===== src/include/pm_clk_pkg.sv =====
// Purpose: shared constants and types for the synchronous clock prescaler
// Assumes: one root clock, AHB-Lite register access, 32-bit data
// Notes: clock domains leave the block as one-cycle clock enables
package pm_clk_pkg;
	localparam int EXP_W = 3;
	localparam int PRESC_W = 8;
	localparam int APPLY_W = 7;
	localparam int NUM_PBUS = 3;
	localparam int MASK_W = 32;
	localparam int OFS_W = 8;
	localparam int LVL_W = 2;
	localparam int CAUSE_W = 8;

	localparam logic [PRESC_W-1:0] PRESC_ONE = 8'h01;
	localparam logic [PRESC_W-1:0] PRESC_RESET = 8'h00;
	// all taps up to 128x end their period together here
	localparam logic [APPLY_W-1:0] APPLY_PHASE = 7'h7f;
	localparam logic [EXP_W-1:0] EXP_UNDIVIDED = 3'h0;

	localparam logic [OFS_W-1:0] SLEEP_CFG_OFS = 8'h00;
	localparam logic [OFS_W-1:0] PROC_SEL_OFS = 8'h08;
	localparam logic [OFS_W-1:0] PBUS_SEL_OFS = 8'h0c;
	localparam logic [OFS_W-1:0] AHB_MASK_OFS = 8'h18;
	localparam logic [OFS_W-1:0] PBUS_MASK_OFS = 8'h1c;
	localparam logic [OFS_W-1:0] INT_EN_CLR_OFS = 8'h30;
	localparam logic [OFS_W-1:0] INT_EN_SET_OFS = 8'h34;
	localparam logic [OFS_W-1:0] INT_FLAG_OFS = 8'h38;
	localparam logic [OFS_W-1:0] RESET_CAUSE_OFS = 8'h3c;
	localparam logic [OFS_W-1:0] REG_STEP = 8'h04;

	localparam int CLOCK_READY_FLAG_BIT = 0;
	localparam int PM_CLK_BIT = 1;
	localparam logic [MASK_W-1:0] AHB_MASK_RESET = 32'hffffffff;
	localparam logic [MASK_W-1:0] PBUS_MASK_RESET = 32'h0000007f;
	localparam logic [LVL_W-1:0] LVL_AHB_STOP = 2'h1;
	localparam logic [LVL_W-1:0] LVL_PBUS_STOP = 2'h2;
	localparam logic [1:0] HRESP_OKAY = 2'h0;

	typedef struct packed {
		logic hsel;
		logic [31:0] haddr;
		logic [1:0] htrans;
		logic hwrite;
		logic [2:0] hsize;
		logic [31:0] hwdata;
		logic hready;
	} ahb_req_type;

	typedef struct packed {
		logic hreadyout;
		logic hresp;
		logic [31:0] hrdata;
	} ahb_rsp_type;

	typedef struct packed {
		logic cpu;
		logic ahb;
		logic [NUM_PBUS-1:0] pbus;
	} clk_en_type;

	typedef enum logic [1:0] {BUS_IDLE, BUS_WR, BUS_RD_WAIT} bus_phase_type;

	typedef struct packed {
		logic [PRESC_W-1:0] presc;
		logic [EXP_W-1:0] cpu_exp;
		logic [NUM_PBUS-1:0][EXP_W-1:0] pbus_exp;
		logic [EXP_W-1:0] pend_cpu_exp;
		logic [NUM_PBUS-1:0][EXP_W-1:0] pend_pbus_exp;
		logic pending;
		logic clock_ready_flag;
		logic inten;
		logic irq;
		logic [LVL_W-1:0] sleep_lvl;
		logic [MASK_W-1:0] ahb_mask;
		logic [NUM_PBUS-1:0][MASK_W-1:0] pbus_mask;
		logic [CAUSE_W-1:0] cause;
		logic cause_done;
		logic sys_rst_b;
		logic cpu_run;
		bus_phase_type phase;
		logic [OFS_W-1:0] dp_addr;
		logic dp_dbg;
		ahb_rsp_type rsp;
		clk_en_type clk_en;
		logic [MASK_W-1:0] ahb_gate;
		logic [NUM_PBUS-1:0][MASK_W-1:0] pbus_gate;
	} pm_state_type;
endpackage


===== src/rtl/sync_clock_prescaler.sv =====
// Purpose: shared power-of-two prescaler making processor, high-speed bus and peripheral bus clock enables
// Assumes: core_clk is the root clock; rst_b synchronous active low; one AHB-Lite master
// Notes: a domain's clock is core_clk qualified by its enable; enables and gates are registered
// Behaviour
// - root clock feeds one shared 8-bit prescaler for all synchronous clocks
// - processor and each peripheral bus clock pick any prescaler tap or the undivided root clock
// - processor clock is root frequency divided by two to the processor exponent
// - each peripheral bus clock divides by its own select register exponent
// - after reset every synchronous clock runs undivided
// - high-speed bus clock matches processor clock and may run while it is off
// - peripheral bus clocks stay synchronous, may divide further, run with processor stopped
// - individual clock gate per module on bus clocks
// - select writes apply to all clocks together; unchanged clocks keep frequency
// - clock ready flag reads zero from select write until setting applies
// - with ready interrupt enabled, interrupt raised when new setting is effective
// - after power-on the cause register shows the source; all domains running
// - root clock source started and calibrated before processor runs
// - the unit is always enabled and cannot be reset by software
// - once its own bus clock is gated off, only reset restores it
// - power-on detector holds system reset until supply is stable
// - debug halt keeps operation; in sleep under debug clocks keep running
// - writable registers optionally protected, except flag and reset cause registers
// - protection never blocks external debugger accesses
// - division ratios from 1x up to 128x
//
// The AHB-Lite register port and the register addresses were left to the implementer.
`timescale 1ns/100ps
module sync_clock_prescaler (
	input wire logic core_clk,
	input wire logic rst_b,
	input pm_clk_pkg::ahb_req_type ahb_req,
	output pm_clk_pkg::ahb_rsp_type ahb_rsp,
	input wire logic dbg_access,
	input wire logic wprot_lock,
	input wire logic supply_ok,
	input wire logic src_ready,
	input wire logic [pm_clk_pkg::CAUSE_W-1:0] rst_src,
	input wire logic sleep_req,
	input wire logic dbg_attach,
	output pm_clk_pkg::clk_en_type clk_en,
	output logic [pm_clk_pkg::MASK_W-1:0] ahb_gate,
	output logic [pm_clk_pkg::NUM_PBUS-1:0][pm_clk_pkg::MASK_W-1:0] pbus_gate,
	output logic irq,
	output logic sys_rst_b,
	output logic cpu_run
);
	pm_clk_pkg::pm_state_type st_r;
	pm_clk_pkg::pm_state_type st_nxt;
	logic tick_cpu;
	logic [pm_clk_pkg::NUM_PBUS-1:0] tick_pbus;
	logic apply;
	logic slp;
	logic bus_ok;
	logic wr_ok;
	logic sel_wr;
	logic flag_clr;
	logic [31:0] rd_val;

	// a tap of exponent e fires when the low e prescaler bits are all ones
	function automatic logic tap_tick(input logic [pm_clk_pkg::PRESC_W-1:0] presc,
		input logic [pm_clk_pkg::EXP_W-1:0] e);
		logic [pm_clk_pkg::PRESC_W-1:0] low;
		low = (pm_clk_pkg::PRESC_ONE << e) - pm_clk_pkg::PRESC_ONE;
		return (presc & low) == low;
	endfunction

	function automatic logic [pm_clk_pkg::OFS_W-1:0] reg_ofs(input logic [pm_clk_pkg::OFS_W-1:0] base,
		input int i);
		return pm_clk_pkg::OFS_W'(base + pm_clk_pkg::REG_STEP * pm_clk_pkg::OFS_W'(i));
	endfunction

	always_comb begin
		st_nxt = st_r;
		rd_val = '0;
		sel_wr = 1'b0;
		flag_clr = 1'b0;
		st_nxt.presc = st_r.presc + pm_clk_pkg::PRESC_ONE;
		tick_cpu = tap_tick(st_r.presc, st_r.cpu_exp);
		for (int i = 0; i < pm_clk_pkg::NUM_PBUS; i++) begin
			tick_pbus[i] = tap_tick(st_r.presc, st_r.pbus_exp[i]);
		end
		apply = st_r.pending && (st_r.presc[pm_clk_pkg::APPLY_W-1:0] == pm_clk_pkg::APPLY_PHASE);
		bus_ok = st_r.pbus_mask[0][pm_clk_pkg::PM_CLK_BIT];
		wr_ok = !wprot_lock || st_r.dp_dbg;

		// read view, built in the wait cycle so earlier writes are visible
		if (bus_ok) begin
			if (st_r.dp_addr == pm_clk_pkg::SLEEP_CFG_OFS) begin
				rd_val = 32'(st_r.sleep_lvl);
			end
			if (st_r.dp_addr == pm_clk_pkg::PROC_SEL_OFS) begin
				rd_val = 32'(st_r.pend_cpu_exp);
			end
			if (st_r.dp_addr == pm_clk_pkg::AHB_MASK_OFS) begin
				rd_val = st_r.ahb_mask;
			end
			if (st_r.dp_addr == pm_clk_pkg::INT_EN_CLR_OFS || st_r.dp_addr == pm_clk_pkg::INT_EN_SET_OFS) begin
				rd_val = 32'(st_r.inten);
			end
			if (st_r.dp_addr == pm_clk_pkg::INT_FLAG_OFS) begin
				rd_val = 32'(st_r.clock_ready_flag);
			end
			if (st_r.dp_addr == pm_clk_pkg::RESET_CAUSE_OFS) begin
				rd_val = 32'(st_r.cause);
			end
			for (int i = 0; i < pm_clk_pkg::NUM_PBUS; i++) begin
				if (st_r.dp_addr == reg_ofs(pm_clk_pkg::PBUS_SEL_OFS, i)) begin
					rd_val = 32'(st_r.pend_pbus_exp[i]);
				end
				if (st_r.dp_addr == reg_ofs(pm_clk_pkg::PBUS_MASK_OFS, i)) begin
					rd_val = st_r.pbus_mask[i];
				end
			end
		end

		unique case (st_r.phase)
			pm_clk_pkg::BUS_IDLE: begin
			end
			pm_clk_pkg::BUS_WR: begin
				if (bus_ok) begin
					if (st_r.dp_addr == pm_clk_pkg::INT_FLAG_OFS) begin
						flag_clr = ahb_req.hwdata[pm_clk_pkg::CLOCK_READY_FLAG_BIT];
					end
					if (wr_ok) begin
						if (st_r.dp_addr == pm_clk_pkg::SLEEP_CFG_OFS) begin
							st_nxt.sleep_lvl = ahb_req.hwdata[pm_clk_pkg::LVL_W-1:0];
						end
						if (st_r.dp_addr == pm_clk_pkg::PROC_SEL_OFS) begin
							st_nxt.pend_cpu_exp = ahb_req.hwdata[pm_clk_pkg::EXP_W-1:0];
							sel_wr = 1'b1;
						end
						if (st_r.dp_addr == pm_clk_pkg::AHB_MASK_OFS) begin
							st_nxt.ahb_mask = ahb_req.hwdata;
						end
						if (st_r.dp_addr == pm_clk_pkg::INT_EN_CLR_OFS && ahb_req.hwdata[pm_clk_pkg::CLOCK_READY_FLAG_BIT]) begin
							st_nxt.inten = 1'b0;
						end
						if (st_r.dp_addr == pm_clk_pkg::INT_EN_SET_OFS && ahb_req.hwdata[pm_clk_pkg::CLOCK_READY_FLAG_BIT]) begin
							st_nxt.inten = 1'b1;
						end
						for (int i = 0; i < pm_clk_pkg::NUM_PBUS; i++) begin
							if (st_r.dp_addr == reg_ofs(pm_clk_pkg::PBUS_SEL_OFS, i)) begin
								st_nxt.pend_pbus_exp[i] = ahb_req.hwdata[pm_clk_pkg::EXP_W-1:0];
								sel_wr = 1'b1;
							end
							if (st_r.dp_addr == reg_ofs(pm_clk_pkg::PBUS_MASK_OFS, i)) begin
								st_nxt.pbus_mask[i] = ahb_req.hwdata;
							end
						end
					end
				end
			end
			pm_clk_pkg::BUS_RD_WAIT: begin
				st_nxt.rsp.hrdata = rd_val;
				st_nxt.rsp.hreadyout = 1'b1;
			end
		endcase

		st_nxt.phase = pm_clk_pkg::BUS_IDLE;
		if (ahb_req.hsel && ahb_req.hready && ahb_req.htrans[1]) begin
			st_nxt.dp_addr = ahb_req.haddr[pm_clk_pkg::OFS_W-1:0];
			st_nxt.dp_dbg = dbg_access;
			if (ahb_req.hwrite) begin
				st_nxt.phase = pm_clk_pkg::BUS_WR;
			end else begin
				st_nxt.phase = pm_clk_pkg::BUS_RD_WAIT;
				st_nxt.rsp.hreadyout = 1'b0;
			end
		end

		// flag clear, then hardware set wins, then a new select write forces zero
		if (flag_clr) begin
			st_nxt.clock_ready_flag = 1'b0;
		end
		if (apply) begin
			st_nxt.cpu_exp = st_r.pend_cpu_exp;
			st_nxt.pbus_exp = st_r.pend_pbus_exp;
			st_nxt.pending = 1'b0;
			st_nxt.clock_ready_flag = 1'b1;
		end
		if (sel_wr) begin
			st_nxt.pending = 1'b1;
			st_nxt.clock_ready_flag = 1'b0;
		end
		st_nxt.irq = st_nxt.clock_ready_flag && st_nxt.inten;

		if (!st_r.cause_done) begin
			st_nxt.cause = rst_src;
			st_nxt.cause_done = 1'b1;
		end
		st_nxt.sys_rst_b = supply_ok;
		st_nxt.cpu_run = st_r.sys_rst_b && (st_r.cpu_run || src_ready);

		slp = sleep_req && !dbg_attach;
		st_nxt.clk_en.cpu = tick_cpu && st_r.cpu_run && !slp;
		st_nxt.clk_en.ahb = tick_cpu && !(slp && st_r.sleep_lvl >= pm_clk_pkg::LVL_AHB_STOP);
		for (int i = 0; i < pm_clk_pkg::NUM_PBUS; i++) begin
			st_nxt.clk_en.pbus[i] = tick_pbus[i] && !(slp && st_r.sleep_lvl >= pm_clk_pkg::LVL_PBUS_STOP);
			st_nxt.pbus_gate[i] = st_nxt.clk_en.pbus[i] ? st_r.pbus_mask[i] : '0;
		end
		st_nxt.ahb_gate = st_nxt.clk_en.ahb ? st_r.ahb_mask : '0;
	end

	always_ff @(posedge core_clk) begin
		if (!rst_b) begin
			st_r <= '0;
			st_r.presc <= pm_clk_pkg::PRESC_RESET;
			st_r.cpu_exp <= pm_clk_pkg::EXP_UNDIVIDED;
			st_r.pbus_exp <= '0;
			st_r.pend_cpu_exp <= pm_clk_pkg::EXP_UNDIVIDED;
			st_r.pend_pbus_exp <= '0;
			st_r.clock_ready_flag <= 1'b1;
			st_r.ahb_mask <= pm_clk_pkg::AHB_MASK_RESET;
			st_r.pbus_mask <= {pm_clk_pkg::NUM_PBUS{pm_clk_pkg::PBUS_MASK_RESET}};
			st_r.phase <= pm_clk_pkg::BUS_IDLE;
			st_r.rsp.hreadyout <= 1'b1;
		end else begin
			st_r <= st_nxt;
		end
	end

	assign ahb_rsp = st_r.rsp;
	assign clk_en = st_r.clk_en;
	assign ahb_gate = st_r.ahb_gate;
	assign pbus_gate = st_r.pbus_gate;
	assign irq = st_r.irq;
	assign sys_rst_b = st_r.sys_rst_b;
	assign cpu_run = st_r.cpu_run;

	a_ready_low_pending: assert property (@(posedge core_clk) disable iff (!rst_b)
		st_r.pending |-> !st_r.clock_ready_flag) else $error("clock ready high while a setting is pending");
	a_apply_common_edge: assert property (@(posedge core_clk) disable iff (!rst_b)
		$fell(st_r.pending) && !$past(st_r.clock_ready_flag)
		|-> $past(st_r.presc[pm_clk_pkg::APPLY_W-1:0]) == pm_clk_pkg::APPLY_PHASE)
		else $error("divider change applied off the common edge");
	a_irq_on_ready: assert property (@(posedge core_clk) disable iff (!rst_b)
		$rose(st_r.clock_ready_flag) && st_r.inten |-> irq) else $error("ready interrupt missing");
	a_cpu_undivided_run: assert property (@(posedge core_clk) disable iff (!rst_b)
		st_r.cpu_exp == pm_clk_pkg::EXP_UNDIVIDED && st_r.cpu_run && !sleep_req ##1 st_r.cpu_run |-> clk_en.cpu)
		else $error("undivided processor clock skipped a cycle");
	a_ahb_with_cpu: assert property (@(posedge core_clk) disable iff (!rst_b)
		clk_en.cpu |-> clk_en.ahb) else $error("bus clock missing beside processor clock");
	a_pm_clock_sticky: assert property (@(posedge core_clk) disable iff (!rst_b)
		!st_r.pbus_mask[0][pm_clk_pkg::PM_CLK_BIT] |=> !st_r.pbus_mask[0][pm_clk_pkg::PM_CLK_BIT])
		else $error("own bus clock restored without reset");
	a_cpu_waits_source: assert property (@(posedge core_clk) disable iff (!rst_b)
		!cpu_run |-> !clk_en.cpu) else $error("processor clocked before source ready");
	a_por_holds_reset: assert property (@(posedge core_clk) disable iff (!rst_b)
		!supply_ok |=> !sys_rst_b ##1 !cpu_run) else $error("system released with supply unstable");
	a_debug_sleep_clocks: assert property (@(posedge core_clk) disable iff (!rst_b)
		dbg_attach && tick_pbus[0] |=> clk_en.pbus[0]) else $error("clock stopped under debug");
	a_reset_undivided: assert property (@(posedge core_clk)
		!rst_b |=> st_r.cpu_exp == pm_clk_pkg::EXP_UNDIVIDED && st_r.pbus_exp == '0)
		else $error("reset left a divider set");

	// prescaler and taps
	a_presc_counts: assert property (@(posedge core_clk) disable iff (!rst_b)
		$past(rst_b) |-> st_r.presc == pm_clk_pkg::PRESC_W'($past(st_r.presc) + pm_clk_pkg::PRESC_ONE))
		else $error("prescaler did not count by one");
	a_unit_enabled: assert property (@(posedge core_clk) disable iff (!rst_b)
		$past(rst_b) |-> st_r.presc != $past(st_r.presc))
		else $error("prescaler stalled");
	a_cpu_tap_select: assert property (@(posedge core_clk) disable iff (!rst_b)
		st_r.cpu_run && !sleep_req |=> clk_en.cpu == $past(tick_cpu))
		else $error("processor enable left its tap");
	a_pbus_tap_select: assert property (@(posedge core_clk) disable iff (!rst_b)
		!sleep_req |=> clk_en.pbus == $past(tick_pbus))
		else $error("peripheral enable left its tap");
	a_undivided_tick: assert property (@(posedge core_clk) disable iff (!rst_b)
		st_r.cpu_exp == pm_clk_pkg::EXP_UNDIVIDED |-> tick_cpu)
		else $error("undivided tap skipped a cycle");
	a_cpu_tap_max: assert property (@(posedge core_clk) disable iff (!rst_b)
		st_r.cpu_exp == '1 && tick_cpu |-> st_r.presc[pm_clk_pkg::APPLY_W-1:0] == pm_clk_pkg::APPLY_PHASE)
		else $error("largest processor ratio ticked early");
	a_pbus_tap_max: assert property (@(posedge core_clk) disable iff (!rst_b)
		st_r.pbus_exp[0] == '1 && tick_pbus[0] |-> st_r.presc[pm_clk_pkg::APPLY_W-1:0] == pm_clk_pkg::APPLY_PHASE)
		else $error("largest peripheral ratio ticked early");

	// domains in sleep
	a_ahb_tracks_tick: assert property (@(posedge core_clk) disable iff (!rst_b)
		!sleep_req |=> clk_en.ahb == $past(tick_cpu))
		else $error("bus clock off the processor tap");
	a_ahb_runs_cpu_off: assert property (@(posedge core_clk) disable iff (!rst_b)
		sleep_req && st_r.sleep_lvl == '0 |=> clk_en.ahb == $past(tick_cpu))
		else $error("bus clock stopped with the processor");
	a_pbus_cpu_stopped: assert property (@(posedge core_clk) disable iff (!rst_b)
		sleep_req && st_r.sleep_lvl < pm_clk_pkg::LVL_PBUS_STOP |=> clk_en.pbus == $past(tick_pbus))
		else $error("peripheral clock stopped with the processor");
	a_cpu_stops_sleep: assert property (@(posedge core_clk) disable iff (!rst_b)
		sleep_req && !dbg_attach |=> !clk_en.cpu)
		else $error("processor clocked in sleep");

	// module gates
	a_ahb_gate_mask: assert property (@(posedge core_clk) disable iff (!rst_b)
		ahb_gate == (clk_en.ahb ? $past(st_r.ahb_mask) : '0))
		else $error("bus module gate wrong");
	a_pbus_gate_low: assert property (@(posedge core_clk) disable iff (!rst_b)
		pbus_gate[0] == (clk_en.pbus[0] ? $past(st_r.pbus_mask[0]) : '0))
		else $error("peripheral module gate wrong");
	a_pbus_gate_high: assert property (@(posedge core_clk) disable iff (!rst_b)
		pbus_gate[2] == (clk_en.pbus[2] ? $past(st_r.pbus_mask[2]) : '0))
		else $error("peripheral module gate wrong");

	// setting changes
	a_apply_together: assert property (@(posedge core_clk) disable iff (!rst_b)
		$past(apply) |-> st_r.cpu_exp == $past(st_r.pend_cpu_exp) && st_r.pbus_exp == $past(st_r.pend_pbus_exp))
		else $error("settings not applied together");
	a_exp_hold: assert property (@(posedge core_clk) disable iff (!rst_b)
		$past(rst_b) && !$past(apply) |-> $stable(st_r.cpu_exp) && $stable(st_r.pbus_exp))
		else $error("divider changed outside an apply");
	a_exp_change_edge: assert property (@(posedge core_clk) disable iff (!rst_b)
		$past(rst_b) && $changed(st_r.cpu_exp)
		|-> $past(st_r.presc[pm_clk_pkg::APPLY_W-1:0]) == pm_clk_pkg::APPLY_PHASE)
		else $error("processor divider changed off the common edge");
	a_tap_aligned: assert property (@(posedge core_clk) disable iff (!rst_b)
		$past(apply) && st_r.cpu_exp != pm_clk_pkg::EXP_UNDIVIDED |-> !tick_cpu)
		else $error("short pulse right after a change");
	a_ready_after_apply: assert property (@(posedge core_clk) disable iff (!rst_b)
		$past(apply) && !$past(sel_wr) |-> st_r.clock_ready_flag)
		else $error("clock ready not set on apply");
	a_ready_low_write: assert property (@(posedge core_clk) disable iff (!rst_b)
		$past(sel_wr) |-> !st_r.clock_ready_flag && st_r.pending)
		else $error("clock ready high after a select write");
	a_irq_clears: assert property (@(posedge core_clk) disable iff (!rst_b)
		$fell(st_r.clock_ready_flag) |-> !irq)
		else $error("interrupt held with ready low");

	// reset, start-up and cause
	a_cause_captured: assert property (@(posedge core_clk) disable iff (!rst_b)
		$rose(st_r.cause_done) |-> st_r.cause == $past(rst_src))
		else $error("reset cause not captured");
	a_cause_holds: assert property (@(posedge core_clk) disable iff (!rst_b)
		st_r.cause_done && $past(st_r.cause_done) |-> $stable(st_r.cause))
		else $error("reset cause changed");
	a_active_after_reset: assert property (@(posedge core_clk)
		!rst_b |=> st_r.sleep_lvl == '0)
		else $error("reset left a sleep level");
	a_cpu_run_late: assert property (@(posedge core_clk) disable iff (!rst_b)
		!sys_rst_b |=> !cpu_run)
		else $error("processor released under system reset");
	a_src_gates_run: assert property (@(posedge core_clk) disable iff (!rst_b)
		!cpu_run && !src_ready |=> !cpu_run)
		else $error("processor released before source ready");
	a_reset_ready_set: assert property (@(posedge core_clk)
		!rst_b |=> st_r.clock_ready_flag && !st_r.pending)
		else $error("reset left a setting pending");
	a_reset_masks: assert property (@(posedge core_clk)
		!rst_b |=> st_r.ahb_mask == pm_clk_pkg::AHB_MASK_RESET && st_r.pbus_mask[0] == pm_clk_pkg::PBUS_MASK_RESET)
		else $error("reset left a module mask");

	// register access
	a_pm_writes_blocked: assert property (@(posedge core_clk) disable iff (!rst_b)
		!bus_ok && st_r.phase == pm_clk_pkg::BUS_WR |=> $stable(st_r.ahb_mask) && $stable(st_r.pbus_mask))
		else $error("mask written with own clock off");
	a_pm_read_zero: assert property (@(posedge core_clk) disable iff (!rst_b)
		!bus_ok && st_r.phase == pm_clk_pkg::BUS_RD_WAIT |=> ahb_rsp.hrdata == '0)
		else $error("register read with own clock off");
	a_protect_blocks: assert property (@(posedge core_clk) disable iff (!rst_b)
		st_r.phase == pm_clk_pkg::BUS_WR && wprot_lock && !st_r.dp_dbg
		|=> $stable(st_r.sleep_lvl) && $stable(st_r.ahb_mask) && $stable(st_r.inten) && $stable(st_r.pend_cpu_exp))
		else $error("protected register written");
	a_flag_clear_open: assert property (@(posedge core_clk) disable iff (!rst_b)
		st_r.phase == pm_clk_pkg::BUS_WR && bus_ok && st_r.dp_addr == pm_clk_pkg::INT_FLAG_OFS
		&& ahb_req.hwdata[pm_clk_pkg::CLOCK_READY_FLAG_BIT] && !apply |=> !st_r.clock_ready_flag)
		else $error("flag clear blocked");
	a_debug_write_open: assert property (@(posedge core_clk) disable iff (!rst_b)
		st_r.phase == pm_clk_pkg::BUS_WR && bus_ok && st_r.dp_dbg && st_r.dp_addr == pm_clk_pkg::SLEEP_CFG_OFS
		|=> st_r.sleep_lvl == $past(ahb_req.hwdata[pm_clk_pkg::LVL_W-1:0]))
		else $error("debugger write blocked");

	// debug keeps clocks
	a_debug_all_run: assert property (@(posedge core_clk) disable iff (!rst_b)
		dbg_attach |=> clk_en.ahb == $past(tick_cpu) && clk_en.pbus == $past(tick_pbus))
		else $error("bus clock stopped under debug");
	a_debug_cpu_run: assert property (@(posedge core_clk) disable iff (!rst_b)
		dbg_attach && st_r.cpu_run |=> clk_en.cpu == $past(tick_cpu))
		else $error("processor clock stopped under debug");
endmodule


===== config.mk =====
export PLATFORM = sky130hd
export DESIGN_NAME = sync_clock_prescaler
export DESIGN_NICKNAME = d
export VERILOG_FILES = /design/src/include/pm_clk_pkg.sv /design/src/rtl/sync_clock_prescaler.sv
export SDC_FILE = /design/constraint.sdc
export NUM_CORES = 1
export LEC_CHECK = 0
export ABC_AREA = 1
export BUFFER_PORTS_ARGS = -buffer_cell sky130_fd_sc_hd__buf_2
export CAP_MARGIN = 20
export CORE_ASPECT_RATIO = 0.5
export CORE_UTILIZATION = 30
export CTS_BUF_LIST = sky130_fd_sc_hd__clkbuf_8
export DETAILED_ROUTE_END_ITERATION = 12
export PLACE_DENSITY = 0.52
export SLEW_MARGIN = 20
export SYNTH_ARGS = -nofsm -noshare
export SYNTH_HDL_FRONTEND = slang
export SYNTH_SLANG_ARGS = --single-unit

===== constraint.sdc =====
create_clock -name core_clk -period 1.7 [get_ports core_clk]
set_input_delay 0.085 -clock core_clk [delete_from_list [all_inputs] [get_ports core_clk]]
set_output_delay 0.085 -clock core_clk [all_outputs]
set_load 0.02 [all_outputs]

# Yosys cells after proc, flatten, opt, wreduce, memory -nomap -nowiden
# Index checks and enable logic that the tools add are counted.
# word_totals
register_bits	354
wordCells	147
# classes
shifts	4
mux	38
magnitude_cmp	2
bitwise	4
n_addsub	5
n_eq_ne	19
reduce_logical	40
# op_table
cell	count
$mux 32	12
$eq 8x6->1 const B	6
$reduce_and 4->1	9
$and 8x8->8	4
$eq 8x5->1 const B	4
$eq 8x8->1	4
$shl 1x3->8 const A	4
$sub 8x1->8 const B	4
$mux 1	19
$eq 8x4->1 const B	2
$logic_and 1x1->1	16
$mux 2	7
$reduce_and 2->1	5
$add 8x1->8 const B	1
$logic_not 8->1	1
$eq 7x7->1 const B	1
$logic_not 1->1	5
$logic_or 1x1->1	3
$eq 2x1->1 const B	1
$eq 2x2->1 const B	1
$ge 2x1->1 const B	1
$ge 2x2->1 const B	1
$reduce_bool 2->1	1

# Depth between registers and ports, before layout
# Gate-level depths: netlist (run 1).
# depth
word_depth	14
mapped_depth	14
ltp_nobuf	14

# Least setup slack after synthesis (run 1)
# Ideal clock, no wire load.
# synth_path
kind	reg-to-reg
startpoint	reg st_r[344] (netlist name)
endpoint	reg st_r (netlist bit ahb_gate[22])
path_buffers	1
arrival_ns	1.714
slack_ns	-0.078
stages_incl_launch_ff	11
path_cell_list	dfxtp_1 -> inv_1 -> nand3_1 -> ha_1 -> nor2_1 -> a2111oi_2 -> o311ai_1 -> nor2_2 -> inv_2 -> buf_4 -> nor2_1
# synth_via
elab_chain_len	6
# synth_rtl
element	line_no	rtl
from (decl)	sync_clock_prescaler.sv:47	pm_clk_pkg::pm_state_type st_r;
from (signal assigned)	sync_clock_prescaler.sv:218	st_r <= st_nxt;
$shl 1x3->8 (*)	sync_clock_prescaler.sv:63	low = (pm_clk_pkg::PRESC_ONE << e) - pm_clk_pkg::PRESC_ONE;
$sub 8x1->8 (*)	sync_clock_prescaler.sv:63	
$and 8x8->8	sync_clock_prescaler.sv:64	return (presc & low) == low;
$eq 8x8->1 (*)	sync_clock_prescaler.sv:64	
$logic_and 1x1->1 (*)	sync_clock_prescaler.sv:196	st_nxt.clk_en.ahb = tick_cpu && !(slp && st_r.sleep_lvl >= pm_clk_pkg::LVL_AHB_STOP);
$reduce_and 2->1 (no source line) (*)	-	
# Mark *: on every way between the ends. The rest lies on a longest branch, timed or not.
# A chain may end at the register's enable or synchronous reset.

# Worst setup path after layout (run 1)
# layout_path
startpoint	reg st_r[340] (netlist name)
endpoint	reg st_r (netlist bit pbus_gate[52])
# layout_via
elab_chain_len	6
# layout_rtl
element	line_no	rtl
$shl 1x3->8 (*)	sync_clock_prescaler.sv:63	
$sub 8x1->8 (*)	sync_clock_prescaler.sv:63	
$and 8x8->8	sync_clock_prescaler.sv:64	
$eq 8x8->1 (*)	sync_clock_prescaler.sv:64	
$logic_and 1x1->1 (*)	sync_clock_prescaler.sv:198	st_nxt.clk_en.pbus[i] = tick_pbus[i] && !(slp && st_r.sleep_lvl >= pm_clk_pkg::LVL_PBUS_STOP);
$reduce_and 2->1 (no source line) (*)	-	
# Marked as above.

==> results of run 1 <==
==> where the power goes <==
part / switching [W] / internal, W / total [W]
logic: 0.000791 / 0.000571 / 0.00136
registers: 0.0000645 / 0.00838 / 0.00844
clock network: 0.00332 / 0.00353 / 0.00685
==> synth_stat cells, types with 7 or more instances <==
| cell | instances |
|---|---|
| sky130_fd_sc_hd__o21ai_0 | 136 |
| sky130_fd_sc_hd__nor3_1 | 15 |
| sky130_fd_sc_hd__inv_1 | 196 |
| sky130_fd_sc_hd__a21oi_1 | 181 |
| sky130_fd_sc_hd__nand2_1 | 183 |
| sky130_fd_sc_hd__nor2_2 | 7 |
| sky130_fd_sc_hd__dfxtp_1 | 353 |
| sky130_fd_sc_hd__o22ai_1 | 23 |
| sky130_fd_sc_hd__inv_2 | 18 |
| sky130_fd_sc_hd__o21ai_1 | 25 |
| sky130_fd_sc_hd__o211ai_1 | 60 |
| sky130_fd_sc_hd__clkbuf_1 | 52 |
| sky130_fd_sc_hd__nor2_1 | 187 |
| sky130_fd_sc_hd__nand3_1 | 28 |
| sky130_fd_sc_hd__buf_4 | 171 |
| sky130_fd_sc_hd__buf_2 | 22 |
| sky130_fd_sc_hd__o221ai_1 | 9 |
==> logic make-up (layout without fill, tap and decap cells) <==
logic type / count (synthesis) / after routing / share of synthesized area
other: 1 / 1 / 0.0002700
DFF: 353 / 353 / 0.5089
adders and majority gates: 5 / 5 / 0.004505
and+or+nand+nor: 437 / 437 / 0.1294
AOI/OAI and AO/OA: 449 / 449 / 0.1821
buffers and inverters: 464 / 799 / 0.1749
==> layer usage <==
| metal | wire length, um | vias to the layer above | global-route usage |
|---|---|---|---|
| li1 | - | 5997 | - |
| met2 | 22040 | 244 | 0.2974 |
| met5 | 0 | - | 0 |
| met3 | 1891 | 60 | 0.03432 |
| met4 | 1055 | 0 | 0.05667 |
| met1 | 21170 | 5736 | 0.2341 |
==> layout by cell type (no fill, tap or decap), types with 5 or more instances in the layout <==
cell type,instances
sky130_fd_sc_hd__dfxtp_1,331
sky130_fd_sc_hd__buf_2,227
sky130_fd_sc_hd__inv_1,192
sky130_fd_sc_hd__a21oi_1,159
sky130_fd_sc_hd__nand2_1,151
sky130_fd_sc_hd__buf_4,129
sky130_fd_sc_hd__o21ai_0,91
sky130_fd_sc_hd__nor2_4,88
sky130_fd_sc_hd__nor2_1,74
sky130_fd_sc_hd__clkbuf_8,67
sky130_fd_sc_hd__o211ai_1,60
sky130_fd_sc_hd__o21ai_1,58
sky130_fd_sc_hd__dlygate4sd3_1,58
sky130_fd_sc_hd__buf_12,38
sky130_fd_sc_hd__nor2_2,36
sky130_fd_sc_hd__inv_2,22
sky130_fd_sc_hd__a21oi_2,21
sky130_fd_sc_hd__nand2_2,20
sky130_fd_sc_hd__buf_6,20
sky130_fd_sc_hd__nand3_1,16
sky130_fd_sc_hd__o22ai_2,15
sky130_fd_sc_hd__inv_4,14
sky130_fd_sc_hd__nor3_1,14
sky130_fd_sc_hd__dfxtp_2,14
sky130_fd_sc_hd__nand2_4,12
sky130_fd_sc_hd__clkbuf_16,10
sky130_fd_sc_hd__o21ai_2,8
sky130_fd_sc_hd__dfxtp_4,8
sky130_fd_sc_hd__nand3_4,6
sky130_fd_sc_hd__nand3_2,6
sky130_fd_sc_hd__o22ai_4,6
sky130_fd_sc_hd__nand4_1,5
sky130_fd_sc_hd__o221ai_1,5
sky130_fd_sc_hd__ha_4,5
sky130_fd_sc_hd__buf_16,5
sky130_fd_sc_hd__buf_8,5
==> final cells by class <==
class / count / share of cell area
clock buffers: 67 / 0.04665
clock inverters: 24 / 0.005633
inverters: 215 / 0.04507
multi-input cells: 892 / 0.2955
well taps: 598 / 0.03785
flip-flops and latches: 353 / 0.3599
repair buffers: 493 / 0.2094
==> worst max-delay path by stage <==
stage | end | slack (ns) | depth (start not counted) | from
finish | pbus_gate[52] | -0.26 | 12 | st_r[340]
global route | pbus_gate[42] | -0.38 | 12 | st_r[340]
CTS | pbus_gate[68] | -0.15 | 9 | st_r[341]
detailed placement | pbus_gate[1] | -0.19 | 9 | st_r[335]
global placement | pbus_gate[88] | -0.19 | 8 | st_r[341]
floorplan | pbus_gate[86] | -0.02 | 8 | st_r[342]
==> flip-flops by register name (all words and copies together), names as in the netlist <==
signal     flops
st_r         183
irq            1
bus_ok         1
ahb_rsp       33
ahb_gate      32
pbus_gate     96
cpu_run        1
clk_en         5
sys_rst_b      1
==> through the flow <==
stage          cells  worst slack, ns  hold WS (ns)
5_1_grt         2642          -0.3812       0.09066
4_1_cts         2588          -0.1479       0.03394
6_report        2642          -0.2600       0.09576
3_3_place_gp    2411          -0.1865        0.2662
3_5_place_dp    2411          -0.1870        0.2714
2_1_floorplan   1709         -0.02081        0.1127
==> repair_timing <==
item | CTS | global route
buffers inserted | 23 | 49
setup endpoints to repair | 223 | 297
gates resized for setup | 136 | 396
hold buffers | 58 | 0
pin swaps | 12 | 69
endpoints found under the hold margin | 159 | 0
gates cloned | 6 | 13
==> critical path, cell delays in order (launching register included) <==
cell                        delay (ns)
sky130_fd_sc_hd__dfxtp_2          0.32
sky130_fd_sc_hd__inv_2            0.09
sky130_fd_sc_hd__nand3_2          0.09
sky130_fd_sc_hd__ha_4             0.27
sky130_fd_sc_hd__nor2_2           0.03
sky130_fd_sc_hd__nor2_1           0.10
sky130_fd_sc_hd__nand2_1          0.10
sky130_fd_sc_hd__a2111oi_4        0.22
sky130_fd_sc_hd__inv_2            0.08
sky130_fd_sc_hd__nor3_4           0.22
sky130_fd_sc_hd__inv_4            0.10
sky130_fd_sc_hd__clkbuf_16        0.20
sky130_fd_sc_hd__nor2_1           0.08
==> results.yml, run 1 <==
sta:
  relSlewSlack: 0.5092
  post-route-worst-setup-slack_ns: -0.2600
  setup_repair_after_global_routing_missed_its_margin: "true"
  maxClockFrequency_mhz: 510.2
  totalNegativeSetupSlack_ns: -25.50
  worst_slew_pin_slew_ns: 0.7362
  finalWorstPathRequiredPeriod_ns: 1.960
  worst_clock_skew_ns: 0.03069
  finalCritPeriodShare: 1.153
  hold_viol: 0
  slew_violations: 0
  total_of_endpoints_with_negative_setup_slack_in_the_final_report: 184
clocking:
  clockRootBuffer: "sky130_fd_sc_hd__clkbuf_8"
  clock_tree_from_tritoncts: "done"
  cts-root-to-sink-buffers: 3
  cts_sinks: 353
  insertion_delay_ns: 0.62
  cts.reportedPaths.clkPinSlew_ns: 0.06
  ctsHtreeMaxLevel: 2
  tritoncts.num_buffers: 55
global_routing:
  grt_max_degree: 71
  first_global_vias: 11360
  grt_util_all_layers: 0.1790
  wire_length_of_the_first_global_routing_pass_mm: 65.23
  antenna_violations_before_repair: 0
  grt_remaining_overflow: 0
synthesis:
  syn_inst: 1709
  netlist_area_um2: 13890
  synth.largest_area_cell: "sky130_fd_sc_hd__dfxtp_1"
  postSynth.asyncResetShare: 0
  yosys.area.top_type_share: 0.5089
  post_synth_num_cell_types: 39
  yosysWarningCount: 0
  part_of_the_yosys_area_used_for_sequential_elements: 0.5089
  synth-edff-count: 0
  syn_nets: 1802
  synth_ff_type: "sky130_fd_sc_hd__dfxtp_1"
  yosys-top-cells-area: "sky130_fd_sc_hd__dfxtp_1 51%, sky130_fd_sc_hd__buf_4 9.2%, sky130_fd_sc_hd__a21oi_1 6.5%"
  register_bit_count_reported_by_yosys: 353
  avgSynthCellArea_um2: 8.126
placement:
  detailedPlacementHpwl_mm: 28.92
  dpl_cell_area_um2: 15420
  routabilityCongestion: 0.8463
  io_buf_count: 228
cells_and_area:
  antennaDiodeCount: 0
  layout.nets: 2103
  multi_input_gate_area_in_the_final_layout_um2: 5842
  filler_instances: 4417
  final_cell_area_um2: 19770
  post-route-util: 0.4352
  area.sequential_um2: 7114
  areaGrowthSynthToFinish_pct: 42.35
  final_layout_size_suffix_gt1_frac: 0.3997
die:
  fp.dieW_um: 306.3
  die_area_um2: 47210
  placeable_area_um2: 45420
  die_height_um: 154.1
  initial_utilization: 0.3058
  floorplan.rows: 55
  count_of_pins_on_the_block_boundary: 258
critical_path:
  start_kind: "register"
  critical_path.endpoint_type: "register"
  r2r-start: "st_r[340]"
  timing.critical_path.fanout_max: 7
  reg2reg_setup_slack_ns: -0.26
  worst-endpoint-required_ns: 2.26
  regToRegEndpoint: "pbus_gate[52]"
  worstSetupPathType: "reg -> reg"
  critPathArrivalTime_ns: 2.52
  reg2reg_depth: 12
hold_path:
  worst_hold_path.num_cells: 3
  worst_case_hold_path_end_point: "st_r[285]"
  beginning_of_the_worst_hold_path: "rst_b"
  holdCritPathClass: "in -> reg"
run_status:
  status: "complete, but fails checks"
  violated_checks: "negative setup slack"
routing:
  routed_wirelength_mm: 46.16
  via_count: 12040
  drt_iter0_drc: 618
  via_per_inst: 4.556
  drt.antenna.violating_nets: 0
  drt_pre_antenna_iters: 5
  drc: 0
  drt-wirelength-per-cell_um: 17.47
pwr:
  worst_ir_drop_vdd_uv: 496.2
  total_leakage_power_nw: 8.451
  power.density_cell_area_nw_per_um2: 842.6
  fin_total_pwr_w: 0.01666
job:
  maxCapViolations: 0
(Power assumes the default switching activity.)
==> run 2: changes to the inputs <==
PLACE_DENSITY = 0.5   (was 0.52)
clock period = 2.2 ns   (was 1.7 ns; I/O delays follow)
==> run 2 against run 1 <==
- the flow now finishes without violations
- core utilization shrank 7.3 points
- wire length shrank 12%
- combinational power shrank 45%
- sequential share of layout area grew 7.0 points
- global-route usage shrank 0.90 points
- critical path depth is the same
- die area is the same
- via count shrank 7.6%
- final cell count shrank 5.8%
- highest routed layer unchanged
==> results.yml, run 2 (same netlist as run 1, synthesis figures left out) <==
run_status:
  status: "completed"
critical_path:
  reg2reg_setup_slack_ns: 0.17
  cp_num_buf_inv: 4
  start_kind: "register"
  critical_path.endpoint_type: "register"
  timing.critical_path.fanout_max: 12
  r2r-start: "st_r[339]"
  reg2reg_depth: 12
  worstSetupPathType: "reg -> reg"
  kind_of_cell_with_the_highest_combined_delay_on_the_critical_path: "simple AND/OR/NAND/NOR gates"
  slowest_stage: "sky130_fd_sc_hd__dfxtp_1"
  worst-endpoint-required_ns: 2.73
  critPathArrivalTime_ns: 2.56
  cell_by_cell_listing_of_the_critical_path: "inv_2 > nand3_1 > ha_1 > nor2_1 > nor2_1 > nand2_1 > a2111oi_2 > inv_1 > nor3_2 > inv_2 > buf_6 > nor2_1"
  path_common_cell: "sky130_fd_sc_hd__nor2_1"
  regToRegEndpoint: "pbus_gate[54]"
  cp_slowest_stage_delay_ns: 0.35
sta:
  worst_slew_pin_slew_ns: 0.6803
  hold_viol: 0
  total_of_endpoints_with_negative_setup_slack_in_the_final_report: 0
  worst_clock_skew_ns: 0.01639
  finalCritPeriodShare: 0.9227
  slew_violations: 0
  maxClockFrequency_mhz: 492.6
  setup_repair_after_global_routing_missed_its_margin: "false"
  totalNegativeSetupSlack_ns: 0
  relSlewSlack: 0.5465
  finalWorstPathRequiredPeriod_ns: 2.030
pwr:
  power.switching_w: 0.003127
  worst_ir_drop_vdd_uv: 329.8
  total_leakage_power_nw: 7.193
  sequentialPowerShare: 0.501
  power.share.switching: 0.2406
  clockPowerShare: 0.441
  power.density_cell_area_nw_per_um2: 790.8
  p_int_w: 0.009872
  combinationalPowerShare: 0.057
routing:
  drc: 0
  drt_pre_antenna_iters: 4
  drt.antenna.violating_nets: 0
  drt_iter0_drc: 672
  via_count: 11130
  drt-wirelength-per-cell_um: 16.36
  via_per_inst: 4.470
  routed_wirelength_mm: 40.73
placement:
  routabilityCongestion: 0.8208
  io_buf_count: 228
  detailedPlacementHpwl_mm: 26.83
cells_and_area:
  post-route-util: 0.3619
  areaGrowthSynthToFinish_pct: 18.37
  antennaDiodeCount: 0
  layout_common_cells: "353 x sky130_fd_sc_hd__dfxtp_1, 227 x sky130_fd_sc_hd__buf_2, 210 x sky130_fd_sc_hd__inv_1"
  registers.top_by_ff_count: "st_r"
  largest_register_ff_count: 183
  mostFrequentLayoutCell: "sky130_fd_sc_hd__dfxtp_1"
  layout.nets: 1942
  final_layout_size_suffix_gt1_frac: 0.2168
job:
  maxCapViolations: 0
clocking:
  ctsHtreeMaxLevel: 2
  cts_sinks: 353
  cts-root-to-sink-buffers: 3
  clockRootBuffer: "sky130_fd_sc_hd__clkbuf_8"
  insertion_delay_ns: 0.61
  clock_tree_from_tritoncts: "done"
  tritoncts.num_buffers: 53
  cts.reportedPaths.clkPinSlew_ns: 0.06
global_routing:
  grt_util_all_layers: 0.1700
  grt_remaining_overflow: 0
  antenna_violations_before_repair: 0
  grt_max_degree: 125
  wire_length_of_the_first_global_routing_pass_mm: 62.26
  first_global_vias: 10870
die:
  die_area_um2: 47210
  placeable_area_um2: 45420
  initial_utilization: 0.3058
  fp.dieW_um: 306.3
  floorplan.rows: 55
  count_of_pins_on_the_block_boundary: 258
  die_height_um: 154.1
hold_path:
  worst_hold_path.num_cells: 3
  beginning_of_the_worst_hold_path: "ahb_req[38]"
  holdCritPathClass: "in -> reg"
  worst_case_hold_path_end_point: "st_r[176]"
==> run 2: cell types whose count changed in the layout (fill, tap and decap cells not counted), sizes merged <==
cell,delta
clkinv,+2
dlygate4sd3,-2
clkbuf,-6
inv,-1
clkinvlp,-1
bufinv,+2
buf,-147
==> run 2: per-stage QoR <==
stage	worst slack (ns)	hold WS, ns	cells	total power (W)	area [um^2]
finish	0.1700	0.1454	2489	0.01300	16440
global route	0.00002331	0.1707	2489	0.01355	16440
CTS	0.05596	0.1307	2484	0.01315	16350
detailed placement	0.07550	0.2970	2331	0.007319	14640
global placement	0.1062	0.2905	2331	0.007318	14640
floorplan	0.4222	0.1377	1709	0.007069	13890
==> run 2: power groups by stage <==
stage          combinational (W)  sequential [W]  clock, W
5_1_grt                 0.000817         0.00652   0.00621
4_1_cts                 0.000739         0.00652   0.00589
2_1_floorplan           0.000422         0.00665         0
6_report                0.000745         0.00652   0.00574
3_5_place_dp            0.000658         0.00666         0
3_3_place_gp            0.000656         0.00666         0
==> run 2: how the worst max path moves through the flow <==
stage	start	cells after the start	endpoint	slack [ns]
finish	st_r[339]	12	pbus_gate[54]	0.17
global placement	st_r[342]	8	pbus_gate[80]	0.11
floorplan	st_r[344]	10	ahb_gate[22]	0.42
detailed placement	st_r[345]	10	ahb_gate[0]	0.08
global route	st_r[338]	12	pbus_gate[49]	0.00002
CTS	st_r[345]	10	ahb_gate[0]	0.06
==> run 2: area by class of cell <==
type                    count  area [um^2]
clock buffers              71        977.2
inverters                 215        814.5
clock inverters            26        173.9
fillers                  4835        28980
repair buffers            334         2226
well taps                 598        748.2
flip-flops and latches    353         7067
multi-input cells         892         4432
==> run 2: worst min-delay path, delay by kind of cell <==
family,cells,cell delay [ns]
simple gates,2,0.48
buf+inv,1,0.10
==> run 2: what timing repair did <==
item,4_1_cts,5_1_grt
setup endpoints to repair,0,105
buffers inserted,0,4
hold buffers,56,0
resized for setup,0,13
hold endpoints to repair,169,0
==> run 2: routing by layer <==
metal / global-route usage / share of wire
met1: 0.2246 / 0.47
met3: 0.02646 / 0.032
met5: 0 / 0
met4: 0.04810 / 0.022
met2: 0.2869 / 0.47
